`config.mk`:
```
export PLATFORM = sky130hd
export DESIGN_NAME = light_timing
export DESIGN_NICKNAME = d
export VERILOG_FILES = /design/src/rtl/lsi_pkg.sv /design/src/rtl/osc_if.sv /design/src/rtl/light_timing.sv /design/src/rtl/osc_divider.sv
export SDC_FILE = /design/constraint.sdc
export NUM_CORES = 1
export LEC_CHECK = 0
export BUFFER_PORTS_ARGS = -buffer_cell sky130_fd_sc_hd__buf_2
export CAP_MARGIN = 20
export CORE_UTILIZATION = 58
export CTS_CLUSTER_SIZE = 40
export DETAILED_ROUTE_END_ITERATION = 16
export PLACE_DENSITY = 0.88
export SYNTH_ARGS = -nofsm -noshare
export SYNTH_HDL_FRONTEND = slang
export SYNTH_SLANG_ARGS = --single-unit
```
`constraint.sdc`:
```
create_clock -name sys_clk -period 4.7 [get_ports sys_clk]
set_input_delay 0.94 -clock sys_clk [delete_from_list [all_inputs] [get_ports sys_clk]]
set_output_delay 0.94 -clock sys_clk [all_outputs]
set_load 0.02 [all_outputs]
```
`src/rtl/lsi_pkg.sv`:
```
// Summary of operation
// - Command bit five selects internal or external timing.
// - Internal period lasts two-power-m oscillator cycles.
// - Command bits one and zero select resolution.
// - Ranges zero, one run oscillator at half speed.
// - Oscillator behaves identically in both timing modes.
// - First sync starts array one, second starts two.
// - Third sync ends array two, publishes, restarts.
// - External mode counts oscillator cycles into timer.
// - External mode forces no power-of-two count.
// - Target answers at fixed address 1000100.
// - Timer low byte six, high byte seven.
// - Sensor result at four and five, refreshed.
// - Result width is 3, 7, 11 or 15.
package lsi_pkg;

  // ==========================================================================
  // Register indices; the byte address on the bus is four times the index.
  localparam logic [3:0] IDX_CMD     = 4'h0;
  localparam logic [3:0] IDX_DATA_LO = 4'h4;
  localparam logic [3:0] IDX_DATA_HI = 4'h5;
  localparam logic [3:0] IDX_TMR_LO  = 4'h6;
  localparam logic [3:0] IDX_TMR_HI  = 4'h7;
  localparam logic [3:0] IDX_SYNC    = 4'h8;
  localparam logic [3:0] IDX_STATUS  = 4'h9;

  // ==========================================================================
  // Command register fields and reset value.
  localparam int         CMD_RES_LSB   = 0;
  localparam int         CMD_RANGE_LSB = 2;
  localparam int         CMD_MODE_BIT  = 5;
  localparam logic [7:0] CMD_RESET     = 8'h00;

  // Status register fields.
  localparam int         STAT_ADDR_LSB = 8;
  localparam logic [6:0] TARGET_ADDR   = 7'h44;

  // ==========================================================================
  // Integration exponent m = base + step * resolution code.
  localparam int          EXP_BASE = 4;
  localparam int          EXP_STEP = 4;
  localparam logic [15:0] CNT_MAX  = 16'hFFFF;

  // ==========================================================================
  // Oscillator timing: full speed in kHz at the reference resistor.
  localparam int OSC_FULL_KHZ  = 655;
  localparam int CLK_KHZ       = 100000;
  localparam int REF_RES_KOHM  = 100;

  // Integration phases of the external timing sequence.
  typedef enum logic [1:0] {
    PH_IDLE = 2'b00,
    PH_ARR1 = 2'b01,
    PH_ARR2 = 2'b10
  } phase_e;

endpackage

```
`src/rtl/osc_if.sv`:
```
`timescale 1ns/100ps
// Oscillator tick and speed request between the timing core and the divider.
interface osc_if;
  logic tick;       // One-cycle enable per oscillator cycle.
  logic halfSpeed;  // High selects the slow oscillator rate.
  modport src (output tick, input halfSpeed);
  modport snk (input tick, output halfSpeed);
endinterface

```
`src/rtl/light_timing.sv`:
```
// Added by the designer: the placing of the registers and the Wishbone slave port.
`timescale 1ns/100ps
// Integration timing core of the light sensor, reached over classic Wishbone.
module light_timing
  import lsi_pkg::*;
#(
  parameter int SCALE_RES_KOHM = 100  // Scaling resistor value in kOhm.
)
(
  // Clock and reset.
  input  wire logic        sys_clk,
  input  wire logic        sys_rst,
  // Wishbone slave.
  input  wire logic        wb_cyc_i,
  input  wire logic        wb_stb_i,
  input  wire logic        wb_we_i,
  input  wire logic [5:0]  wb_adr_i,
  input  wire logic [3:0]  wb_sel_i,
  input  wire logic [31:0] wb_dat_i,
  output logic [31:0]      wb_dat_o,
  output logic             wb_ack_o,
  // Analog front end.
  input  wire logic        lightPulse,
  output logic             converting,
  output logic             arraySel,
  output logic             halfSpeed,
  output logic             resultReady
);

  // Cycles of sys_clk per full-speed oscillator cycle, rounded down.
  localparam int DIV_FULL = (CLK_KHZ * SCALE_RES_KOHM) / (REF_RES_KOHM * OSC_FULL_KHZ);

  generate
    if (DIV_FULL < 2)
    begin : g_chk
      $error("light_timing: scaling resistor too small for this clock");
    end
  endgenerate

  // ==========================================================================
  // Oscillator divider.
  osc_if oscBus ();

  osc_divider #(
    .DIV_FULL (DIV_FULL)
  ) uDiv (
    .sys_clk (sys_clk),
    .sys_rst (sys_rst),
    .osc     (oscBus.src)
  );

  // ==========================================================================
  // State.
  logic [7:0]  cmd_q,    cmd_d;     // Command register.
  phase_e      phase_q,  phase_d;   // External sequence phase.
  logic [15:0] cyc_q,    cyc_d;     // Oscillator cycles this period.
  logic [15:0] pulse_q,  pulse_d;   // Front-end charge pulses this period.
  logic [15:0] data_q,   data_d;    // Published sensor result.
  logic [15:0] timer_q,  timer_d;   // Published cycle count.
  logic        done_q,   done_d;    // One-cycle result strobe.
  logic        ack_q,    ack_d;     // Bus acknowledge.
  logic [31:0] rdat_q,   rdat_d;    // Bus read data.

  // Decoded controls.
  logic        wbReq;
  logic        wrReq;
  logic [3:0]  idx;
  logic        cmdWr;
  logic        syncHit;
  logic        modeExt;
  logic [1:0]  resCode;
  logic [4:0]  expM;
  logic [15:0] lastCyc;
  logic [15:0] widthMask;
  logic [15:0] cycNext;
  logic [15:0] pulseNext;
  logic [15:0] pubData;
  logic        intEnd;

  // ==========================================================================
  // Decode of command fields and bus strobes.
  always_comb
  begin
    wbReq     = wb_cyc_i && wb_stb_i && !ack_q;
    wrReq     = wbReq && wb_we_i && wb_sel_i[0];
    idx       = wb_adr_i[5:2];
    modeExt   = cmd_q[CMD_MODE_BIT];
    resCode   = cmd_q[CMD_RES_LSB +: 2];
    expM      = 5'(EXP_BASE + EXP_STEP * int'(resCode));
    // The last cycle index of an internal period is 2^m - 1.
    lastCyc   = 16'((32'h1 << expM) - 32'h1);
    // The result holds n = m - 1 bits.
    widthMask = 16'((32'h1 << (expM - 5'h01)) - 32'h1);
    cmdWr     = wrReq && (idx == IDX_CMD);
    // Sync commands only mean something in external timing.
    syncHit   = wrReq && (idx == IDX_SYNC) && modeExt;
    // Both counters stick at full scale so an overflow stays visible.
    cycNext   = (oscBus.tick && cyc_q != CNT_MAX) ? cyc_q + 16'h0001 : cyc_q;
    pulseNext = (lightPulse && pulse_q != CNT_MAX) ? pulse_q + 16'h0001 : pulse_q;
    pubData   = (pulseNext > widthMask) ? widthMask : pulseNext;
    intEnd    = !modeExt && oscBus.tick && (cyc_q == lastCyc);
  end

  // Ranges zero and one ask for the slow oscillator, in either mode.
  assign oscBus.halfSpeed = !cmd_q[CMD_RANGE_LSB + 1];
  assign halfSpeed        = oscBus.halfSpeed;
  assign converting       = modeExt ? (phase_q != PH_IDLE) : 1'b1;
  assign arraySel         = (phase_q == PH_ARR2);
  assign resultReady      = done_q;
  assign wb_ack_o         = ack_q;
  assign wb_dat_o         = rdat_q;

  // ==========================================================================
  // Next state of the integration sequencer.
  always_comb
  begin
    cmd_d   = cmd_q;
    phase_d = phase_q;
    cyc_d   = cyc_q;
    pulse_d = pulse_q;
    data_d  = data_q;
    timer_d = timer_q;
    done_d  = 1'b0;
    if (cmdWr)
    begin
      // A new command restarts integration from a clean count.
      cmd_d   = wb_dat_i[7:0];
      phase_d = PH_IDLE;
      cyc_d   = 16'h0000;
      pulse_d = 16'h0000;
    end
    else if (modeExt)
    begin
      // External timing: the host's sync commands bound the period.
      if (phase_q != PH_IDLE)
      begin
        cyc_d   = cycNext;
        pulse_d = pulseNext;
      end
      if (syncHit)
      begin
        unique case (phase_q)
          PH_IDLE:
          begin
            phase_d = PH_ARR1;
            cyc_d   = 16'h0000;
            pulse_d = 16'h0000;
          end
          PH_ARR1:
          begin
            phase_d = PH_ARR2;
          end
          PH_ARR2:
          begin
            // End array two, publish and start array one at once.
            data_d  = pubData;
            timer_d = cycNext;
            done_d  = 1'b1;
            phase_d = PH_ARR1;
            cyc_d   = 16'h0000;
            pulse_d = 16'h0000;
          end
          default:
          begin
            phase_d = PH_IDLE;
          end
        endcase
      end
    end
    else
    begin
      // Internal timing: a fixed count of oscillator cycles.
      phase_d = PH_IDLE;
      cyc_d   = cycNext;
      pulse_d = pulseNext;
      if (intEnd)
      begin
        data_d  = pubData;
        timer_d = cycNext;
        done_d  = 1'b1;
        cyc_d   = 16'h0000;
        pulse_d = 16'h0000;
      end
    end
  end

  // Register the sequencer.
  always_ff @(posedge sys_clk)
  begin
    if (sys_rst)
    begin
      cmd_q   <= CMD_RESET;
      phase_q <= PH_IDLE;
      cyc_q   <= 16'h0000;
      pulse_q <= 16'h0000;
      data_q  <= 16'h0000;
      timer_q <= 16'h0000;
      done_q  <= 1'b0;
    end
    else
    begin
      cmd_q   <= cmd_d;
      phase_q <= phase_d;
      cyc_q   <= cyc_d;
      pulse_q <= pulse_d;
      data_q  <= data_d;
      timer_q <= timer_d;
      done_q  <= done_d;
    end
  end

  // ==========================================================================
  // Bus answer: one cycle after the request, unmapped reads return zero.
  always_comb
  begin
    ack_d  = wbReq;
    rdat_d = 32'h00000000;
    unique case (idx)
      IDX_CMD:     rdat_d[7:0] = cmd_q;
      IDX_DATA_LO: rdat_d[7:0] = data_q[7:0];
      IDX_DATA_HI: rdat_d[7:0] = data_q[15:8];
      IDX_TMR_LO:  rdat_d[7:0] = timer_q[7:0];
      IDX_TMR_HI:  rdat_d[7:0] = timer_q[15:8];
      IDX_STATUS:
      begin
        rdat_d[1:0]                = phase_q;
        rdat_d[STAT_ADDR_LSB +: 7] = TARGET_ADDR;
      end
      default:     rdat_d = 32'h00000000;
    endcase
  end

  // Register the bus answer; read data is only loaded with a request.
  always_ff @(posedge sys_clk)
  begin
    if (sys_rst)
    begin
      ack_q  <= 1'b0;
      rdat_q <= 32'h00000000;
    end
    else
    begin
      ack_q <= ack_d;
      if (wbReq)
        rdat_q <= rdat_d;
    end
  end

  // ==========================================================================
  // Checks.
  logic [15:0] expInt;
  always_comb
  begin
    expInt = (resCode == 2'b11) ? CNT_MAX : 16'(32'h1 << expM);
  end

  a_int_period: assert property (@(posedge sys_clk) disable iff (sys_rst)
    (done_q && !modeExt && !$past(cmdWr)) |-> (timer_q == expInt))
    else $error("internal period length wrong");

  a_mode_select: assert property (@(posedge sys_clk) disable iff (sys_rst)
    !modeExt |=> (phase_q == PH_IDLE) || $past(cmdWr))
    else $error("external phase used in internal mode");

  a_sync_first: assert property (@(posedge sys_clk) disable iff (sys_rst)
    (syncHit && phase_q == PH_IDLE) |=> (converting && !arraySel && cyc_q == 16'h0000))
    else $error("first sync did not start array one");

  a_sync_second: assert property (@(posedge sys_clk) disable iff (sys_rst)
    (syncHit && phase_q == PH_ARR1) |=> (arraySel && !done_q))
    else $error("second sync did not move to array two");

  // The publish strobe must stand for exactly one cycle while array one restarts.
  a_sync_third: assert property (@(posedge sys_clk) disable iff (sys_rst)
    (syncHit && phase_q == PH_ARR2) |=>
      (resultReady && phase_q == PH_ARR1 && !arraySel && cyc_q == 16'h0000) ##1 !resultReady)
    else $error("third sync did not publish and restart");

  a_ext_no_fixed: assert property (@(posedge sys_clk) disable iff (sys_rst)
    (done_q && modeExt) |-> $past(syncHit))
    else $error("external result without sync");

  a_counter_sat: assert property (@(posedge sys_clk) disable iff (sys_rst)
    (modeExt && cyc_q == CNT_MAX && !syncHit && !cmdWr) |=> (cyc_q == CNT_MAX))
    else $error("cycle counter wrapped");

  a_data_width: assert property (@(posedge sys_clk) disable iff (sys_rst)
    (done_d && !cmdWr) |=> (data_q <= widthMask))
    else $error("result exceeds selected width");

  a_half_speed: assert property (@(posedge sys_clk) disable iff (sys_rst)
    1'b1 |-> (halfSpeed == (cmd_q[CMD_RANGE_LSB +: 2] < 2'd2)))
    else $error("oscillator speed does not follow range");

  a_ack_single: assert property (@(posedge sys_clk) disable iff (sys_rst)
    (wb_cyc_i && wb_stb_i && !ack_q) |=> ack_q ##1 !ack_q)
    else $error("bus acknowledge not a single cycle");

  c_int_result: cover property (@(posedge sys_clk) disable iff (sys_rst) done_q && !modeExt);
  c_ext_result: cover property (@(posedge sys_clk) disable iff (sys_rst) done_q && modeExt);
  c_sat_reached: cover property (@(posedge sys_clk) disable iff (sys_rst) modeExt && cyc_q == CNT_MAX);
  c_second_sync: cover property (@(posedge sys_clk) disable iff (sys_rst) syncHit && phase_q == PH_ARR1);

endmodule

```
`src/rtl/osc_divider.sv`:
```
`timescale 1ns/100ps
// Dual-speed oscillator model: a divider emitting one tick per oscillator cycle.
module osc_divider
  import lsi_pkg::*;
#(
  parameter int DIV_FULL = 152
)
(
  // Clock and reset.
  input  wire logic sys_clk,
  input  wire logic sys_rst,
  // Tick out, speed in.
  osc_if.src        osc
);

  generate
    if (DIV_FULL < 2)
    begin : g_chk
      $error("osc_divider: DIV_FULL must be at least 2");
    end
  endgenerate

  // ==========================================================================
  // Divider state.
  logic [17:0] cnt_q;   // Cycles into the current oscillator period.
  logic [17:0] cnt_d;
  logic [17:0] limit;   // Last count of a period at the current speed.

  // The slow rate doubles the period, so both modes see the same clock.
  always_comb
  begin
    limit = osc.halfSpeed ? 18'(2 * DIV_FULL - 1) : 18'(DIV_FULL - 1);
    osc.tick = (cnt_q >= limit);
    cnt_d = osc.tick ? 18'h00000 : cnt_q + 18'h00001;
  end

  // Register the divider count.
  always_ff @(posedge sys_clk)
  begin
    if (sys_rst)
      cnt_q <= 18'h00000;
    else
      cnt_q <= cnt_d;
  end

  // ==========================================================================
  // Helper: ticks are spaced by the full period while the speed is unchanged.
  logic [17:0] span_q;
  logic        spanOk_q;
  logic        spdPrev_q;
  always_ff @(posedge sys_clk)
  begin
    if (sys_rst)
    begin
      span_q    <= 18'h00000;
      spanOk_q  <= 1'b0;
      spdPrev_q <= 1'b0;
    end
    else
    begin
      spdPrev_q <= osc.halfSpeed;
      span_q    <= osc.tick ? 18'h00000 : span_q + 18'h00001;
      if (osc.halfSpeed != spdPrev_q)
        spanOk_q <= 1'b0;
      else if (osc.tick)
        spanOk_q <= 1'b1;
    end
  end

  a_tick_spacing: assert property (@(posedge sys_clk) disable iff (sys_rst)
    (osc.tick && spanOk_q && osc.halfSpeed == spdPrev_q) |-> (span_q == limit))
    else $error("oscillator tick spacing wrong");

endmodule

```
### Word-level counts from Yosys, hierarchy flattened

Cells that the tools add are included.

* $add $sub $neg: 7
* magnitude comparators: 2
* eq/ne operators: 13
* shift-type cells: 2
* muxes and demuxes: 31
* bitwise operators: 2
* reductions and logical operators: 23

Operators by type and width (number)
* $mux 16: 21
* $add 16x1->16 const B: 2
* $ne 16x16->1 const B: 2
* $shl 1x5->16 const A: 2
* $sub 16x1->16 const B: 2
* $pmux 6 s5: 1
* $add 18x1->18 const B: 1
* $ge 18x18->1: 1
* $eq 16x16->1: 1
* $eq 4x3->1 const B: 4
* $gt 16x16->1: 1
* $pmux 2 s6: 1
* $logic_and 1x1->1: 11
* $mux 9: 1
* $eq 4x4->1 const B: 2
* $mux 7: 1
* $reduce_or 2->1: 3
* $add 3x4->5 const A: 1
* $mux 1: 5
* $sub 5x1->5 const B: 1
* $logic_not 4->1: 1
* $pmux 2 s2: 1
* $reduce_and 4->1: 1
* $reduce_bool 2->1: 2
* 8 further kinds: 11

* bits in registers: 109
* output and inout bits: 37
* word-level logic and storage cells: 90

### Longest topological paths before layout

Gate-level depths: netlist of run 1.

* depth in word-level cells: 9
* gate-level depth with buffers: 16
* depth with buffers taken out: 15

### Modules after synthesis

From an unflattened synthesis of run 1, not the netlist that was laid out.

* cells, all modules: 667
* area total of the unflattened synthesis: 5858.1 µm²

By module, submodules not included
* light_timing: instances 1, cells each 599, area each 5072.4 µm²
* osc_divider: instances 1, cells each 68, area each 785.8 µm²

### Worst setup path after synthesis of run 1

OpenSTA, ideal clock, no wires.

* path type: register to register
* from: register pulse_q[0]
* to: register data_q[7]
* setup time: 122 ps
* arrival time: 3477 ps
* required time: 4578 ps
* path slack: 1101 ps
* stages on the path, launching flop included: 17
* buffers on the path: 1
* clock period less this slack: 3599 ps
* path through: dfxtp_1 -> ha_1 -> nand4_2 -> o41ai_4 -> nor2_1 -> nand3_1 -> xnor2_1 -> ha_1 -> a21o_1 -> a21o_1 -> a21o_1 -> a21o_1 -> o2111a_1 -> o21ai_2 -> buf_4 -> nor4_1 -> a311o_1

* word-level cells in the longest chain between the ends: 8
* elaborated cells between the ends (all ways): 10
* classes of those cells: add/sub: 1; order compare: 1; eq/ne: 1; mux: 6; reduce/logical: 1

Ends and longest elaborated chain
* start, declared: line light_timing.sv:57 `logic [15:0] pulse_q, pulse_d;`
* start signal, assigned: line light_timing.sv:205 `pulse_q <= pulse_d;`
* branches (longest 2 deep; another with $add 16x1->16)
* $mux 16 (*): line light_timing.sv:99 `pulseNext = (lightPulse && pulse_q != CNT_MAX) ? pulse_q + 16'h0001 : pulse_q;`
* $gt 16x16->1: line light_timing.sv:100 `pubData = (pulseNext > widthMask) ? widthMask : pulseNext;`
* $mux 16 (*): line light_timing.sv:100
* $mux 16: line light_timing.sv:142 `unique case (phase_q)`
* $mux 16: line light_timing.sv:140 `if (syncHit)`
* $mux 16 (*): line light_timing.sv:132 `else if (modeExt)`
* end signal, assigned: line light_timing.sv:206 `data_q <= data_d;`
* end, declared: line light_timing.sv:58 `logic [15:0] data_q, data_d;`

Mark *: on every way between the ends. The select of a mux whose other input is x is not followed.
A chain may end at the register's enable or synchronous reset.

### Final worst setup path of run 1

* from: register pulse_q[0]
* to: register data_q[4]

Same word-level chain as after synthesis.

==> results of run 1 <==
layer usage:
| layer | part of all wire, % | vias to the layer above | global-route usage (%) | wire [um] |
|---|---|---|---|---|
| li1 | - | 2389 | - | - |
| met1 | 43 | 2425 | 34.3 | 5920 |
| met2 | 47 | 231 | 45.1 | 6420 |
| met3 | 6.9 | 30 | 4.49 | 938 |
| met4 | 2.7 | 0 | 12.0 | 373 |
| met5 | 0 | - | 0 | 0 |
worst max-delay path: stages (launching register included):
cell	delay [ns]
dfxtp_1	0.46
ha_1	0.23
nand4_2	0.21
o41ai_4	0.60
nor2_1	0.15
nand3_1	0.13
xnor2_1	0.20
ha_1	0.32
a21o_1	0.16
a21o_1	0.17
a21o_1	0.17
a21o_1	0.17
o2111a_1	0.15
o21ai_2	0.55
nor4_4	0.09
a311o_1	0.37
stage by stage:
| step | hold WS [ns] | util (%) | setup WS, ns | power [mW] | instances |
|---|---|---|---|---|---|
| 2_1_floorplan | 0.426 | - | 1.10 | 0.985 | 681 |
| 4_1_cts | 0.471 | 64.5 | 0.516 | 1.51 | 802 |
| 6_report | 0.466 | 64.5 | 0.443 | 1.51 | 802 |
| 3_5_place_dp | 0.448 | 62.6 | 0.447 | 0.997 | 787 |
| 3_3_place_gp | 0.437 | 62.6 | 0.601 | 0.992 | 787 |
| 5_1_grt | 0.500 | 64.5 | 0.180 | 1.55 | 802 |
kinds of logic after synthesis:
kind of cell	count (synthesis)	synth area share, %
AND/OR/NAND/NOR	236	21.5
multiplexers	30	5.35
buffers and inverters	72	7.02
flip-flops	103	35.8
XOR/XNOR	34	5.18
adder cells (fa/ha/maj)	19	4.13
AO/OA/AOI/OAI	157	21.0
other	1	0.0652
layout make-up:
cell class                      count  area (sq um)
Multi-Input combinational cell    506          3410
Fill cell                         745          3350
Sequential cell                   103          2060
Timing Repair Buffer               40           218
Tap cell                          129           161
Clock buffer                        9           124
Clock inverter                      6          56.3
Inverter                            9          33.8
worst paths after layout:
| path | startpoint | end | slack [ns] | cells past startpoint |
|---|---|---|---|---|
| hold / removal | uDiv.cnt_q[0] | uDiv.cnt_q[0] | 0.47 | 1 |
| setup / recovery | pulse_q[0] | data_q[4] | 0.44 | 15 |
| hold reg to reg | uDiv.cnt_q[0] | uDiv.cnt_q[0] | 0.47 | 1 |
| setup reg to reg | pulse_q[0] | data_q[4] | 0.44 | 15 |
state kept, by name (all words and copies together), names as in the netlist, 2 cells and up:
signal and cells:
cmd_q 8, cyc_q 16, data_q 16, phase_q 2, pulse_q 16, timer_q 16
uDiv.cnt_q 18, wb_dat_o 9
power breakdown:
| part | internal, mW | total, mW | switching, mW |
|---|---|---|---|
| clock network | 0.200 | 0.527 | 0.327 |
| registers | 0.880 | 0.888 | 0.00752 |
| logic | 0.0251 | 0.0904 | 0.0653 |
synth_stat cells, types with 4 or more instances:
cell type,count,area share [%]
nor2b_1,5,0.54
a2111oi_0,5,0.76
a21o_1,8,1.0
xnor2_1,19,2.9
a211oi_1,7,0.91
nor3_1,12,1.0
nand4_1,7,0.76
nand2_1,37,2.4
nor4_1,7,0.76
mux2i_1,24,4.2
a211oi_2,7,1.5
buf_1,4,0.26
buf_2,5,0.43
a311o_1,9,1.6
a311oi_1,6,0.91
or2_2,4,0.43
a21oi_1,21,1.8
inv_1,9,0.59
nor2_1,89,5.8
and2_1,4,0.43
xor2_1,15,2.3
o21ai_0,22,1.9
or3_1,4,0.43
clkbuf_1,23,1.5
nand3_1,23,2.0
buf_4,28,3.7
and4_1,16,2.4
mux2_2,6,1.2
a22oi_1,26,3.4
o22ai_1,9,0.98
and3_1,13,1.4
dfxtp_1,103,36
ha_1,19,4.1
placed cells by master (no fill, tap or decap), types with 3 or more instances in the layout:
master,count
dfxtp_1,103
nor2_1,89
nand2_1,37
buf_2,33
conb_1,30
a22oi_1,26
mux2i_1,24
nand3_1,23
o21ai_0,22
a21oi_1,21
xnor2_1,19
ha_1,19
and4_1,16
xor2_1,15
and3_1,13
nor3_1,12
inv_1,9
o22ai_1,9
a311o_1,9
clkbuf_8,9
a21o_1,8
nand4_1,7
a211oi_1,7
a211oi_2,7
buf_4,7
nor4_1,6
a311oi_1,6
mux2_2,6
nor2b_1,5
a2111oi_0,5
or3_1,4
and2_1,4
or2_2,4
nand4_2,3
nor4_4,3
o21a_1,3
clkinv_4,3
==> results.cfg, run 1 <==
[global_route]
grt_usage_pct = 27.0
grt_overflow = 0
antenna_found_initial = 0
grt_pass1_vias = 4535
grt_max_degree = 43
grt_pass1_wl_um = 21700

[place]
dp_hpwl_um = 9980
dpl_cell_area_sq_um = 5890
port_buffers = 33
gp_congestion = 0.929

[layout]
final_nets = 736
drive_gt1_share_pct = 13.4
synthToLayoutAreaGrowth_pct = 5.48
num_antenna_cells = 0
final_cell_area_sq_um = 6070

[run_status]
status = finished, final reports clean

[clock_tree]
cts_root_buf = clkbuf_8
cts_resized = 0
cts_setup_buffers = 0
cts.sinks = 103
clk_pin_slew_ns = 0.10
clk_latency_ns = 0.38
tritoncts = built
clockBufferDepth = 2
cts_buffers = 9
h-tree-depth = 3
cts_hold_buf = 0

[logic_synthesis]
synthDistinctLibCells = 70
ys_seq_area_share_pct = 35.8
ys_ff_latch = 103
yosys_warnings = 0
synth_area_per_cell_sq_um = 8.83
netlist_area_sq_um = 5750
synth_edf_count = 0
synthCells = 652
ys.flop_type = dfxtp_1
synth_async_sr_flop_share_pct = 0

[floorplanning]
dieArea_sq_um = 10300
dieWidth_um = 102
die_h_um = 102
placementRows = 35
io_pins = 85
fp.coreArea_sq_um = 9420
start_util_pct = 61.1

[route]
drtPass1Iterations = 5
routed_wl_um = 13700
viasPerCell = 6.33
vias = 5075
drc = 0
wire_per_inst_um = 17.0
first_iter_violations = 501
ant_nets = 0

[sta]
clock.fmax_ghz = 0.235
max-slew-margin-rel_pct = 42.0
drv_slew = 0
fin_skew_ns = 0.0116
worstMarginPinSlew_ns = 0.870
hold_violations = 0
finalSetupViolations = 0
fin_setup_tns_ns = 0
finalCriticalPeriod_ns = 4.26
period_share_pct = 90.6
rsz0062_at_grt = false

[worst_setup_path]
start_kind = flop
cp.arrival_ns = 4.52
worstPathRequired_ns = 4.96
cp_max_fo = 15
worstSetupPathType = reg2reg
end_kind = flop

[hold_path]
min-delay-path-class = reg2reg

[pwr]
vdd_drop_max_mv = 0.175
p_leak_nw = 2.36
p_per_area_nw_per_um2 = 248

[job]
timing.max_cap.violations = 0
Note: power is estimated with default switching activity, not from simulation.
==> inputs of run 2 (changes only) <==
--- a/config.mk
+++ b/config.mk
@@ -11,6 +11,7 @@
 export CTS_CLUSTER_SIZE = 40
 export DETAILED_ROUTE_END_ITERATION = 16
 export PLACE_DENSITY = 0.88
+export REMOVE_ABC_BUFFERS = 1
 export SYNTH_ARGS = -nofsm -noshare
 export SYNTH_HDL_FRONTEND = slang
 export SYNTH_SLANG_ARGS = --single-unit
==> results.cfg, run 2 (synthesis results as in run 1) <==
[pwr]
power.internal_mw = 1.11
p_per_area_nw_per_um2 = 250
switching_share_pct = 27.0
pwr-share-comb_pct = 5.9
p_leak_nw = 2.37
p_clk_share_pct = 35.8
p_seq_share_pct = 58.3
p_sw_uw = 411
vdd_drop_max_mv = 0.147

[layout]
final_nets = 736
final_common_cell = dfxtp_1
largest_reg_flops = 18
num_antenna_cells = 0
final_cell_area_sq_um = 6080
regMostFlops = uDiv.cnt_q
synthToLayoutAreaGrowth_pct = 5.61
mostFrequentLayoutCells = 103 x dfxtp_1, 89 x nor2_1, 37 x nand2_1, 33 x buf_2, 30 x conb_1
drive_gt1_share_pct = 13.5
fin_cells = 803

[floorplanning]
fp.coreArea_sq_um = 9420
start_util_pct = 61.1
placementRows = 35
dieWidth_um = 102
dieArea_sq_um = 10300
die_h_um = 102
io_pins = 85

[worst_setup_path]
reg2regPathDepth = 16
worstPathRequired_ns = 4.98
r2r-start = pulse_q[0]
end_kind = flop
start_kind = flop
r2r_setup_slack_ns = 0.37
cp.arrival_ns = 4.61
r2r-end = data_q[3]
cp_max_fo = 8
worstSetupPathType = reg2reg

[clock_tree]
cts_setup_buffers = 0
cts.sinks = 103
cts_resized = 0
cts_buffers = 9
clk_pin_slew_ns = 0.11
clockBufferDepth = 2
tritoncts = built
clk_latency_ns = 0.39
cts_hold_buf = 0
h-tree-depth = 3
cts_root_buf = clkbuf_8

[place]
dp_hpwl_um = 9920
gp_congestion = 0.911
dpl_cell_area_sq_um = 5890
port_buffers = 33
placedCellCount = 787

[hold_path]
worstHoldPathCells = 2
worstHoldEndpoint = timer_q[12]
min-delay-path-class = reg2reg
min_from = timer_q[12]

[job]
timing.max_cap.violations = 0

[global_route]
grt_overflow = 0
grt_max_degree = 51
grt_use_met1_pct = 34.8
antenna_found_initial = 0
grt_pass1_wl_um = 22100
grt_use_met3_pct = 3.73
met2_usage_pct = 45.3
busiest_layer = met2
grt_pass1_vias = 4704
grt_usage_pct = 27.4

[sta]
period_share_pct = 92.1
drv_slew = 0
finalCriticalPeriod_ns = 4.33
fin_skew_ns = 0.00960
max-slew-margin-rel_pct = 49.2
fin_setup_tns_ns = 0
hold_violations = 0
clock.fmax_ghz = 0.231
finalSetupViolations = 0
worstMarginPinSlew_ns = 0.762
rsz0062_at_grt = false

[route]
ant_nets = 0
wire_per_inst_um = 17.2
drc = 0
drtPass1Iterations = 6
viasPerCell = 6.31
first_iter_violations = 393
vias = 5068
routed_wl_um = 13800

[run_status]
status = finished, final reports clean
==> run 2: power by group through the flow <==
| stage | sequential [mW] | clock [mW] | combinational [mW] |
|---|---|---|---|
| final | 0.888 | 0.545 | 0.0897 |
| after global routing | 0.890 | 0.584 | 0.0985 |
| after CTS | 0.888 | 0.550 | 0.0881 |
| after detailed placement | 0.908 | 0 | 0.0876 |
| after global placement | 0.907 | 0 | 0.0840 |
| after floorplan | 0.907 | 0 | 0.0529 |
==> run 2: worst max-delay path by stage <==
stage	from	to	slack, ns	cells past startpoint
floorplan	wb_stb_i	data_q[14]	0.27	5
global placement	lightPulse	data_q[4]	0.58	15
detailed placement	lightPulse	data_q[4]	0.40	15
CTS	pulse_q[0]	data_q[3]	0.47	16
global route	pulse_q[0]	data_q[3]	0.18	16
finish	pulse_q[0]	data_q[3]	0.37	16
==> run 2: through the flow <==
step | util (%) | total power [mW] | hold WS [ns] | worst slack (ns)
6_report | 64.5 | 1.52 | 0.469 | 0.372
5_1_grt | 64.5 | 1.57 | 0.501 | 0.176
4_1_cts | 64.5 | 1.53 | 0.468 | 0.469
3_5_place_dp | 62.6 | 0.996 | 0.453 | 0.401
3_3_place_gp | 62.6 | 0.991 | 0.437 | 0.581
2_1_floorplan | - | 0.960 | 0.426 | 0.270
==> run 2: worst max-delay path, stage by stage, from the launching register on <==
cell and delay (ns):
dfxtp_1 0.46, ha_1 0.23, nand4_2 0.23, o41ai_4 0.62, nor2_1 0.16, nand3_1 0.14
xnor2_1 0.21, ha_1 0.31, a21o_1 0.16, a21o_1 0.18, a21o_1 0.17, a21o_1 0.17
o2111a_1 0.16, o21ai_2 0.35, buf_4 0.24, nor4_4 0.06, a311o_1 0.35
==> run 2: layout make-up <==
cell class	instances	area, sq um
clock buffer	9	124
sequential	103	2060
clock inverter	7	63.8
multi-input combinational	506	3410
timing repair buffer	40	218
inverter	9	33.8
tap	129	161
fill	717	3340
==> run 2: routing by layer <==
| metal | vias up | wire length, um | part of all wire (%) |
|---|---|---|---|
| met5 | - | 0 | 0 |
| met4 | 0 | 469 | 3.4 |
| met3 | 40 | 964 | 7.0 |
| met2 | 248 | 6330 | 46 |
| met1 | 2384 | 6010 | 44 |
| li1 | 2396 | - | - |
